[src/common/dio_relay_pkg.sv]
// constants, types and state records of the pin, relay and command block
package dio_relay_pkg;

  localparam int WORD_W = 24;
  localparam int DIO_N = 9;
  localparam int DELAY_W = 16;
  localparam int MP_N = 4;
  localparam int CAL_CH_N = 5;
  localparam int WEIGHT_N = 10;

  // word addresses
  localparam logic [7:0] ADDR_COMMAND = 8'h00;
  localparam logic [7:0] ADDR_MASK_BASE = 8'h02;
  localparam logic [7:0] ADDR_STATUS = 8'h1A;
  localparam logic [7:0] ADDR_STATUS_SET = 8'h1B;
  localparam logic [7:0] ADDR_STATUS_CLR = 8'h1C;
  localparam logic [7:0] ADDR_PIN_LEVEL = 8'h1D;
  localparam logic [7:0] ADDR_CONTROL = 8'h24;
  localparam logic [7:0] ADDR_CONFIG = 8'h25;
  localparam logic [7:0] ADDR_PIN_DIR = 8'h40;
  localparam logic [7:0] ADDR_PIN_POL = 8'h41;
  localparam logic [7:0] ADDR_DELAY_BASE = 8'h42;

  // status bit positions
  localparam int ST_RELAY_1 = 2;
  localparam int ST_RELAY_2 = 1;
  localparam int ST_RESET = 0;

  // command decode
  localparam logic [7:0] CMD_GENERAL = 8'h00;
  localparam logic [7:0] CMD_CAL = 8'hCA;
  localparam logic [7:0] CMD_SOFT_RESET = 8'hBD;
  localparam logic [11:0] CMD_FLASH = 12'hACC;
  localparam logic [3:0] FLASH_SAVE = 4'h2;
  localparam logic [3:0] FLASH_ERASE_0 = 4'h0;
  localparam logic [3:0] FLASH_ERASE_1 = 4'h1;
  localparam int CMD_LL_BIT = 5;
  localparam int CMD_TC_BIT = 4;
  localparam int CAL_CH_LSB = 10;
  localparam int CAL_OFFSET_BIT = 9;

  // control and config fields
  localparam int CTRL_CLR_ACCUM_BIT = 2;
  localparam int CTRL_CLR_ENERGY_BIT = 1;
  localparam int CTRL_MINMAX_BIT = 0;
  localparam int CFG_REF_LSB = 22;

  // strap and multipurpose pin positions
  localparam int PIN_INTERFACE_STRAP_1 = 0;
  localparam int PIN_ADDRESS_STRAP_0 = 1;
  localparam int PIN_ADDRESS_STRAP_1 = 6;
  localparam int PIN_INTERFACE_STRAP_0 = 8;
  localparam int MP_POS [0:MP_N-1] = '{0, 4, 6, 7};

  // reset values
  localparam logic [DIO_N-1:0] DIR_RESET = 9'h1FF;
  localparam logic [DIO_N-1:0] POL_RESET = 9'h000;
  localparam logic [WORD_W-1:0] MASK_RESET = 24'h000000;
  localparam logic [WORD_W-1:0] CONFIG_RESET = 24'h000000;

  typedef enum logic [1:0] {
    HOST_SPI = 2'b00,
    HOST_I2C = 2'b01,
    HOST_UART = 2'b10
  } host_mode_t;

  typedef enum logic [1:0] {
    RLY_IDLE = 2'b00,
    RLY_WAIT_ON = 2'b01,
    RLY_WAIT_OFF = 2'b10
  } relay_state_t;

  typedef struct packed {
    logic [7:0] addr;
    logic wr;
    logic rd;
    logic [WORD_W-1:0] data;
  } reg_req_t;

  typedef struct packed {
    logic save;
    logic erase;
    logic section;
  } flash_req_t;

  typedef struct packed {
    logic clrAccum;
    logic clrEnergy;
    logic minMax;
  } control_pulse_t;

  typedef logic [WEIGHT_N-1:0][2:0] weight_set_t;

  typedef struct packed {
    relay_state_t st;
    logic [DELAY_W-1:0] count;
    logic on;
  } relay_timer_t;

  typedef struct packed {
    logic [WORD_W-1:0] command;
    logic [MP_N-1:0][WORD_W-1:0] mask;
    logic [WORD_W-1:0] status;
    logic [DIO_N-1:0] dir;
    logic [DIO_N-1:0] pol;
    logic [DIO_N-1:0] level;
    logic [DIO_N-1:0] out;
    logic [DIO_N-1:0] oe;
    logic [3:0][DELAY_W-1:0] delay;
    logic [WORD_W-1:0] cfg;
    weight_set_t weights;
    logic [WORD_W-1:0] rdData;
    logic prevSign;
    logic strapsTaken;
    host_mode_t hostMode;
    logic [1:0] devAddr;
    logic lineLock;
    logic tempComp;
    logic calStart;
    flash_req_t flashReq;
    control_pulse_t ctrl;
    logic [1:0] erased;
    logic builtinDefaults;
    logic softRst;
  } top_state_t;

endpackage : dio_relay_pkg

[src/hw/relay_delay_timer.sv]
// zero-crossing referenced on/off delay for one relay output
`timescale 1ns/10ps
`default_nettype none
module relay_delay_timer
  import dio_relay_pkg::*;
(
  input wire logic core_clk,
  input wire logic rst,
  input wire logic sampleTick,
  input wire logic zcRise,
  input wire logic zcFall,
  input wire logic want,
  input wire logic [DELAY_W-1:0] onDelay,
  input wire logic [DELAY_W-1:0] offDelay,
  output var logic relayOn
);

  relay_timer_t s;
  relay_timer_t n;

  always_comb begin
    n = s;
    unique case (s.st)
      RLY_IDLE: begin
        if (want && !s.on && zcRise) begin
          n.st = RLY_WAIT_ON;
          n.count = onDelay;
        end else if (!want && s.on && zcFall) begin
          n.st = RLY_WAIT_OFF;
          n.count = offDelay;
        end
      end
      RLY_WAIT_ON: begin
        // count zero still costs one tick: the pipeline sample
        if (sampleTick) begin
          if (s.count == '0) begin
            n.on = 1'b1;
            n.st = RLY_IDLE;
          end else begin
            n.count = s.count - 1'b1;
          end
        end
      end
      RLY_WAIT_OFF: begin
        if (sampleTick) begin
          if (s.count == '0) begin
            n.on = 1'b0;
            n.st = RLY_IDLE;
          end else begin
            n.count = s.count - 1'b1;
          end
        end
      end
      default: begin
        n.st = RLY_IDLE;
      end
    endcase
    if (rst) begin
      n = '0;
    end
  end

  always_ff @(posedge core_clk) begin
    s <= n;
  end

  assign relayOn = s.on;

endmodule : relay_delay_timer
`default_nettype wire

[src/hw/mask_match.sv]
// status and mask match for one multipurpose pin
`timescale 1ns/10ps
`default_nettype none
module mask_match
  import dio_relay_pkg::*;
(
  input wire logic [WORD_W-1:0] status,
  input wire logic [WORD_W-1:0] mask,
  input wire logic relayA,
  input wire logic relayB,
  output logic active
);

  always_comb begin
    // relay 1 in the mask hides every other masked bit, relay 2 every bit but relay 1
    if (mask[ST_RELAY_1]) begin
      active = relayA;
    end else if (mask[ST_RELAY_2]) begin
      active = relayB;
    end else begin
      active = |(status & mask);
    end
  end

endmodule : mask_match
`default_nettype wire

[src/hw/dio_relay_command_control.sv]
// pin word, multipurpose pins, relay timing and command decode
`timescale 1ns/10ps
`default_nettype none
module dio_relay_command_control
  import dio_relay_pkg::*;
(
  input wire logic core_clk,
  input wire logic rst,
  input wire reg_req_t regReq,
  output logic [WORD_W-1:0] rdData,
  input wire logic [DIO_N-1:0] pinIn,
  input wire logic [DIO_N-1:0] padDriven,
  output logic [DIO_N-1:0] pinOut,
  output logic [DIO_N-1:0] pinOe,
  input wire logic sampleTick,
  input wire logic [3:0] refSign,
  input wire logic [WORD_W-1:0] statusEvent,
  input wire logic calDone,
  input wire logic [CAL_CH_N-1:0] calFailMask,
  input wire logic flashDone,
  output host_mode_t hostMode,
  output logic [1:0] devAddr,
  output logic lineLock,
  output logic tempComp,
  output logic calStart,
  output flash_req_t flashReq,
  output control_pulse_t ctrlPulse,
  output logic builtinDefaults,
  output logic [1:0] refSelect,
  output weight_set_t weights,
  output logic [1:0] relayState
);

  top_state_t s;
  top_state_t n;
  logic localRst;
  logic selSign;
  logic zcRise;
  logic zcFall;
  logic relayA;
  logic relayB;
  logic [MP_N-1:0] mpActive;

  function automatic logic [2:0] decodeWeight(input logic [1:0] bits);
    decodeWeight = 3'({1'b0, bits} - 3'h1);
  endfunction : decodeWeight

  function automatic logic isWrite(input reg_req_t r, input logic [7:0] a);
    isWrite = r.wr && (r.addr == a);
  endfunction : isWrite

  //////////////////////////////////////////////////////////////////////////
  // zero crossing of the selected reference and the relay timers

  assign localRst = rst || s.softRst;
  assign selSign = refSign[s.cfg[CFG_REF_LSB +: 2]];
  assign zcRise = sampleTick && selSign && !s.prevSign;
  assign zcFall = sampleTick && !selSign && s.prevSign;

  relay_delay_timer u_relay_a (
    .core_clk(core_clk),
    .rst(localRst),
    .sampleTick(sampleTick),
    .zcRise(zcRise),
    .zcFall(zcFall),
    .want(s.status[ST_RELAY_1]),
    .onDelay(s.delay[0]),
    .offDelay(s.delay[2]),
    .relayOn(relayA)
  );

  relay_delay_timer u_relay_b (
    .core_clk(core_clk),
    .rst(localRst),
    .sampleTick(sampleTick),
    .zcRise(zcRise),
    .zcFall(zcFall),
    .want(s.status[ST_RELAY_2]),
    .onDelay(s.delay[1]),
    .offDelay(s.delay[3]),
    .relayOn(relayB)
  );

  genvar g;
  generate
    for (g = 0; g < MP_N; g++) begin : g_mp
      mask_match u_match (
        .status(s.status),
        .mask(s.mask[g]),
        .relayA(relayA),
        .relayB(relayB),
        .active(mpActive[g])
      );
    end
  endgenerate

  //////////////////////////////////////////////////////////////////////////
  // next state

  always_comb begin
    logic [WORD_W-1:0] setBits;
    logic [WORD_W-1:0] clrBits;
    logic [WORD_W-1:0] others;
    logic [DIO_N-1:0] mpUsed;
    logic [DIO_N-1:0] mpOn;
    logic [DIO_N-1:0] pinRead;
    logic [WORD_W-1:0] rd;
    setBits = '0;
    clrBits = '0;
    others = '0;
    mpUsed = '0;
    mpOn = '0;
    pinRead = '0;
    rd = '0;
    n = s;
    n.calStart = 1'b0;
    n.flashReq = '0;
    n.ctrl = '0;
    n.softRst = 1'b0;

    if (sampleTick) begin
      n.prevSign = selSign;
    end

    // straps are read while every pin is still an input
    if (!s.strapsTaken) begin
      n.strapsTaken = 1'b1;
      if (!pinIn[PIN_INTERFACE_STRAP_0]) begin
        n.hostMode = HOST_SPI;
      end else if (pinIn[PIN_INTERFACE_STRAP_1]) begin
        n.hostMode = HOST_I2C;
      end else begin
        n.hostMode = HOST_UART;
      end
      n.devAddr = {pinIn[PIN_ADDRESS_STRAP_1], pinIn[PIN_ADDRESS_STRAP_0]};
    end

    // status: hardware events, force words and autonomous relay set
    setBits = statusEvent;
    if (isWrite(regReq, ADDR_STATUS_SET)) begin
      setBits = setBits | regReq.data;
    end
    if (isWrite(regReq, ADDR_STATUS_CLR)) begin
      clrBits = regReq.data;
    end
    for (int k = 0; k < MP_N; k++) begin
      others = s.mask[k];
      others[ST_RELAY_1] = 1'b0;
      others[ST_RELAY_2] = 1'b0;
      if (|(s.status & others)) begin
        setBits[ST_RELAY_1] = setBits[ST_RELAY_1] | s.mask[k][ST_RELAY_1];
        setBits[ST_RELAY_2] = setBits[ST_RELAY_2] | s.mask[k][ST_RELAY_2];
      end
    end
    // set wins over a clear landing in the same cycle
    n.status = (s.status & ~clrBits) | setBits;

    // completion reports from the measurement engine
    if (calDone) begin
      n.command[23:16] = 8'h00;
      if (!s.command[CAL_OFFSET_BIT]) begin
        n.command[CAL_CH_LSB +: CAL_CH_N] =
          s.command[CAL_CH_LSB +: CAL_CH_N] & calFailMask;
      end
    end
    if (flashDone) begin
      n.command[23:12] = 12'h000;
    end

    // register writes
    if (isWrite(regReq, ADDR_COMMAND)) begin
      n.command = regReq.data;
      if (regReq.data[23:16] == CMD_SOFT_RESET) begin
        n.softRst = 1'b1;
      end else if (regReq.data[23:16] == CMD_CAL) begin
        n.calStart = 1'b1;
        n.lineLock = regReq.data[CMD_LL_BIT];
      end else if (regReq.data[23:12] == CMD_FLASH) begin
        n.lineLock = regReq.data[CMD_LL_BIT];
        n.tempComp = regReq.data[CMD_TC_BIT];
        if (regReq.data[11:8] == FLASH_SAVE) begin
          n.flashReq.save = 1'b1;
          n.erased = 2'b00;
        end else if (regReq.data[11:8] == FLASH_ERASE_0 ||
                     regReq.data[11:8] == FLASH_ERASE_1) begin
          n.flashReq.erase = 1'b1;
          n.flashReq.section = regReq.data[8];
          n.erased[regReq.data[8]] = 1'b1;
        end
      end else if (regReq.data[23:16] == CMD_GENERAL) begin
        n.lineLock = regReq.data[CMD_LL_BIT];
        n.tempComp = regReq.data[CMD_TC_BIT];
      end
    end
    n.builtinDefaults = &n.erased;

    for (int k = 0; k < MP_N; k++) begin
      if (isWrite(regReq, 8'(ADDR_MASK_BASE + k))) begin
        n.mask[k] = regReq.data;
      end
      if (isWrite(regReq, 8'(ADDR_DELAY_BASE + k))) begin
        n.delay[k] = regReq.data[DELAY_W-1:0];
      end
    end
    if (isWrite(regReq, ADDR_PIN_LEVEL)) begin
      n.level = regReq.data[DIO_N-1:0];
    end
    if (isWrite(regReq, ADDR_PIN_DIR)) begin
      n.dir = regReq.data[DIO_N-1:0];
    end
    if (isWrite(regReq, ADDR_PIN_POL)) begin
      n.pol = regReq.data[DIO_N-1:0];
    end
    if (isWrite(regReq, ADDR_CONTROL)) begin
      n.ctrl.clrAccum = regReq.data[CTRL_CLR_ACCUM_BIT];
      n.ctrl.clrEnergy = regReq.data[CTRL_CLR_ENERGY_BIT];
      n.ctrl.minMax = regReq.data[CTRL_MINMAX_BIT];
    end
    if (isWrite(regReq, ADDR_CONFIG)) begin
      n.cfg = regReq.data;
      for (int f = 0; f < WEIGHT_N; f++) begin
        n.weights[f] = decodeWeight(regReq.data[2*f +: 2]);
      end
    end

    // pin drive; mask logic only reaches a pin the host made an output
    for (int k = 0; k < MP_N; k++) begin
      mpUsed[MP_POS[k]] = |s.mask[k];
      mpOn[MP_POS[k]] = mpActive[k];
    end
    for (int i = 0; i < DIO_N; i++) begin
      if (mpUsed[i]) begin
        n.out[i] = mpOn[i] ? s.pol[i] : !s.pol[i];
      end else begin
        n.out[i] = s.level[i] ^ s.pol[i];
      end
    end
    n.oe = ~s.dir;

    // read side
    for (int i = 0; i < DIO_N; i++) begin
      if (s.oe[i]) begin
        pinRead[i] = s.out[i];
      end else begin
        pinRead[i] = padDriven[i] ? pinIn[i] : 1'b1;
      end
    end
    if (regReq.rd) begin
      rd = '0;
      if (regReq.addr == ADDR_COMMAND) begin
        rd = s.command;
      end else if (regReq.addr == ADDR_STATUS) begin
        rd = s.status;
      end else if (regReq.addr == ADDR_PIN_LEVEL) begin
        rd = WORD_W'(pinRead);
      end else if (regReq.addr == ADDR_CONFIG) begin
        rd = s.cfg;
      end else if (regReq.addr == ADDR_PIN_DIR) begin
        rd = WORD_W'(s.dir);
      end else if (regReq.addr == ADDR_PIN_POL) begin
        rd = WORD_W'(s.pol);
      end
      for (int k = 0; k < MP_N; k++) begin
        if (regReq.addr == 8'(ADDR_MASK_BASE + k)) begin
          rd = s.mask[k];
        end
        if (regReq.addr == 8'(ADDR_DELAY_BASE + k)) begin
          rd = WORD_W'(s.delay[k]);
        end
      end
      n.rdData = rd;
    end

    // hardware or command reset; pins float as inputs
    if (localRst) begin
      n = '0;
      n.dir = DIR_RESET;
      n.oe = '0;
      n.pol = POL_RESET;
      n.cfg = CONFIG_RESET;
      n.status[ST_RESET] = 1'b1;
      for (int k = 0; k < MP_N; k++) begin
        n.mask[k] = MASK_RESET;
      end
      for (int f = 0; f < WEIGHT_N; f++) begin
        n.weights[f] = decodeWeight(CONFIG_RESET[2*f +: 2]);
      end
    end
  end

  always_ff @(posedge core_clk) begin
    s <= n;
  end

  //////////////////////////////////////////////////////////////////////////
  // outputs

  assign rdData = s.rdData;
  assign pinOut = s.out;
  assign pinOe = s.oe;
  assign hostMode = s.hostMode;
  assign devAddr = s.devAddr;
  assign lineLock = s.lineLock;
  assign tempComp = s.tempComp;
  assign calStart = s.calStart;
  assign flashReq = s.flashReq;
  assign ctrlPulse = s.ctrl;
  assign builtinDefaults = s.builtinDefaults;
  assign refSelect = s.cfg[CFG_REF_LSB +: 2];
  assign weights = s.weights;
  assign relayState = {relayA, relayB};

endmodule : dio_relay_command_control
`default_nettype wire

[config.mk]
export PLATFORM = sky130hd
export DESIGN_NAME = dio_relay_command_control
export DESIGN_NICKNAME = d
export VERILOG_FILES = /design/src/common/dio_relay_pkg.sv /design/src/hw/relay_delay_timer.sv /design/src/hw/mask_match.sv /design/src/hw/dio_relay_command_control.sv
export SDC_FILE = /design/constraint.sdc
export NUM_CORES = 1
export LEC_CHECK = 0
export BUFFER_PORTS_ARGS = -buffer_cell sky130_fd_sc_hd__buf_2
export CORE_UTILIZATION = 30
export DETAILED_ROUTE_END_ITERATION = 16
export HOLD_SLACK_MARGIN = 0.03
export SYNTH_ARGS = -nofsm -noshare
export SYNTH_HDL_FRONTEND = slang
export SYNTH_SLANG_ARGS = --single-unit
export TNS_END_PERCENT = 30
[constraint.sdc]
create_clock -name core_clk -period 2.9 [get_ports core_clk]
set_clock_uncertainty 0.05 [all_clocks]
set_input_delay 0.58 -clock core_clk [delete_from_list [all_inputs] [get_ports core_clk]]
set_output_delay 0.58 -clock core_clk [all_outputs]
set_load 0.05 [all_outputs]
==> summary.txt <==
Status
  • Status: complete, no violations

Worst setup path
  • Crit-path max FO: 14
  • R2R Path Start: u_relay_b.s[1]
  • Crit path required time: 3.34 ns
  • Critical Path End Type: register
  • R2R Path End: u_relay_b.s[3]
  • Worst path max stage delay: 0.50 ns
  • Critical path cell sequence: inv_1 -> ha_1 -> or4b_1 -> or3_1 -> nor4_4 -> a2111o_2 -> nor2_1 -> a32o_1
  • CP Class: register to register
  • Worst Reg-to-Reg Cells: 8
  • Worst Setup SP: u_relay_b.s[1]
  • CP Capture Point: u_relay_b.s[3]
  • Worst Path Arrival: 3.19 ns
  • Flop2flop setup slack: 0.14 ns
  • Worst setup SP type: register
  • Critical-path top delay cell: or4b_1

Detailed routing
  • Met2 WL: 36.80 mm
  • Top routing layer in use: met5
  • Vias per cell: 5.604
  • Metal-1 WL: 33.13 mm
  • Met3 WL: 6.789 mm
  • Routed WL: 80.42 mm
  • ANT nets after route: 0
  • Initial DRC Count: 2245
  • WL per Instance: 23.00 um
  • DRC Markers: 0
  • Pre-antenna DRT Iters: 5
  • DR vias: 19597

Global routing
  • GRT Residual Overflow: 0
  • Vias in the first global route: 18092
  • First-pass GRT wire length: 118.6 mm
  • Initial antenna violation count: 1
  • Largest net degree at the start of global routing: 100
  • All-Layer GR Usage: 0.2349

Pwr
  • P_sw: 0.003336 W
  • Maximum VDD drop: 0.3613 mV
  • Power Density: 544.9 nW/um^2
  • Total power after layout: 0.01242 W
  • Sequential power share: 0.443
  • Switching share of power: 0.2686
  • Cell Int Power: 0.009084 W
  • Leak: 8.634 nW
  • Clk pwr share: 0.466
  • Combinational power share: 0.091

Clock network
  • Setup bufs post-CTS: 0
  • CTS sink cnt: 388
  • # hold bufs at CTS: 0
  • CTS buffer count: 44
  • Clock buffer depth: 3
  • Clk Latency, worst-skew pair: 0.61 ns
  • CTS tree: done
  • CTS H-tree lvls: 2
  • Post-CTS Resized: 0
  • Clk root buf: clkbuf_16
  • Worst-path clk slew: 0.06 ns

Synth
  • Synth Area per Inst: 7.677 sq um
  • Yosys warnings: 0
  • Dominant synthesized flop cell: dfxtp_1
  • Async SR Flop Fraction: 0
  • Cell Area, Synth: 19610 sq um
  • Top-area cell type share of the netlist area: 0.3960
  • Seq/Total Area, Yosys: 0.3960
  • Synth unique cells: 82
  • Largest area contributor in the netlist: dfxtp_1
  • Mapped Nets: 2674
  • Post-synthesis instance total: 2555
  • Main area contributors after synthesis: dfxtp_1, nand2_1, a21oi_1
  • Yosys reg bits: 388
  • Post-synth EDFFs: 0

Floorplanning
  • Initial Utilization: 0.3037
  • Row count: 93
  • Ports: 180
  • Core Box Area: 64580 sq um
  • Die Wd: 257.7 um
  • Overall die area: 66410 sq um
  • Die Y-Extent: 257.7 um

Run
  • Max Cap Violations: 0

Timing
  • Final hold violation count: 0
  • Final setup fails: 0
  • FMAX: 362.9 MHz
  • Final count of pins violating max slew: 0
  • Setup repair after global routing missed its margin: no
  • Slew HR: 0.4422
  • Worst-Margin Slew: 0.8262 ns
  • Hold Slack: 0.1014 ns
  • Final min period: 2.755 ns
  • Fin crit share: 0.9501
  • Post-route setup TNS: 0 ns

Final layout
  • Layout area overhead: 16.22%
  • Share of layout cells above drive strength 1: 0.1605
  • Final #Nets: 2729
  • ANT cells: 0
  • Design Area, Final: 22790 sq um
  • Fillers: 6855

Place
  • PortBufs: 179
  • Dpl cell area: 21310 sq um
  • Hpwl dp: 58.55 mm
  • Gpl congestion: 0.9887

Min path
  • HP Class: input port to register
[critical path: cells and delay by family, from the launching register on]
kind	cells	cell delay [ns]
fa+ha+maj	1	0.16
flops	1	0.34
buf+inv	1	0.07
simple gates	4	1.40
compound gates	2	0.62
[per-stage QoR]
stage          std cells  setup slack (ns)    util
6_report            3497            0.1447  0.3530
5_1_grt             3497          0.003891  0.3530
4_1_cts             3497            0.1558  0.3530
3_5_place_dp        3419           -0.1089  0.3300
3_3_place_gp        3419          -0.09356  0.3300
2_1_floorplan       2555            0.1185       -
[synth_stat cells, drive strengths merged, types with 17 or more instances]
| cell type | number |
|---|---|
| o221ai | 30 |
| nand2 | 542 |
| a22oi | 41 |
| buf | 110 |
| inv | 47 |
| o21ai | 115 |
| nor2 | 198 |
| a221oi | 36 |
| a31oi | 25 |
| o211ai | 38 |
| dfxtp | 388 |
| a21oi | 312 |
| o22ai | 17 |
| mux2i | 75 |
| clkbuf | 184 |
| nor3 | 23 |
| and3 | 25 |
| ha | 29 |
| nor4 | 33 |
| nand3 | 51 |
[final cells by class]
type                       instances  area [sq um]  area share
clock buffer                      59          1257     0.05517
clock inverter                    19         224.0    0.009825
tap                              855          1070     0.04693
sequential                       388          7767      0.3408
multi-input combinational       1824         10250      0.4498
inverter                          49         183.9    0.008069
timing repair buffer             303          2039     0.08947
[power by group through the flow]
stage | logic (W) | clock network [W] | registers [W]
2_1_floorplan | 0.000715 | 0 | 0.00555
3_3_place_gp | 0.00112 | 0 | 0.00562
3_5_place_dp | 0.00112 | 0 | 0.00561
4_1_cts | 0.00112 | 0.00585 | 0.00550
5_1_grt | 0.00122 | 0.00605 | 0.00550
6_report | 0.00113 | 0.00578 | 0.00550
[sequential cells by signal (all words and copies together), names as in the netlist, 3 cells and up]
register,flops
u_relay_a.s,18
weights,30
flashReq,3
pinOut,9
rdData,24
u_relay_b.s,18
s,262
pinOe,9
ctrlPulse,3
[cells in the final DEF, fill, tap and decap left out, drive strengths merged, types with 23 or more instances in the layout]
cell / netlist / layout
nand2: 542 / 542
and3: 25 / 25
mux2i: 75 / 75
buf: 110 / 303
o221ai: 30 / 30
nor2: 198 / 198
clkbuf: 184 / 59
nor3: 23 / 23
a31oi: 25 / 25
dfxtp: 388 / 388
a22oi: 41 / 41
o21ai: 115 / 115
nor4: 33 / 33
nand3: 51 / 51
ha: 29 / 29
a21oi: 312 / 312
inv: 47 / 49
a221oi: 36 / 36
o211ai: 38 / 38
[cell families after synthesis]
logic type               share of synthesized area
AO/OA/AOI/OAI                               0.2320
XOR/XNOR                                  0.002233
adder cells (fa/ha/maj)                    0.01850
buffers and inverters                      0.08401
flip-flops                                  0.3960
multiplexers                               0.04402
AND/OR/NAND/NOR                             0.2232
[metal layers]
layer | up-vias | GRT usage
met2 | 964 | 0.3799
met4 | 2 | 0.1062
met1 | 9339 | 0.3045
met5 | - | 0
met3 | 200 | 0.04083
li1 | 9092 | -
[how the worst min path moves through the flow]
| stage | start | endpoint | slack, ns | cells past startpoint |
|---|---|---|---|---|
| 3_3_place_gp | s[202] | pinOe[5] | 0.36 | 1 |
| 6_report | statusEvent[0] | s[206] | 0.10 | 3 |
| 2_1_floorplan | s[197] | pinOe[0] | 0.35 | 1 |
| 3_5_place_dp | s[202] | pinOe[5] | 0.37 | 1 |
| 4_1_cts | statusEvent[0] | s[206] | 0.09 | 3 |
| 5_1_grt | statusEvent[0] | s[206] | 0.12 | 3 |
(Power assumes the default switching activity.)
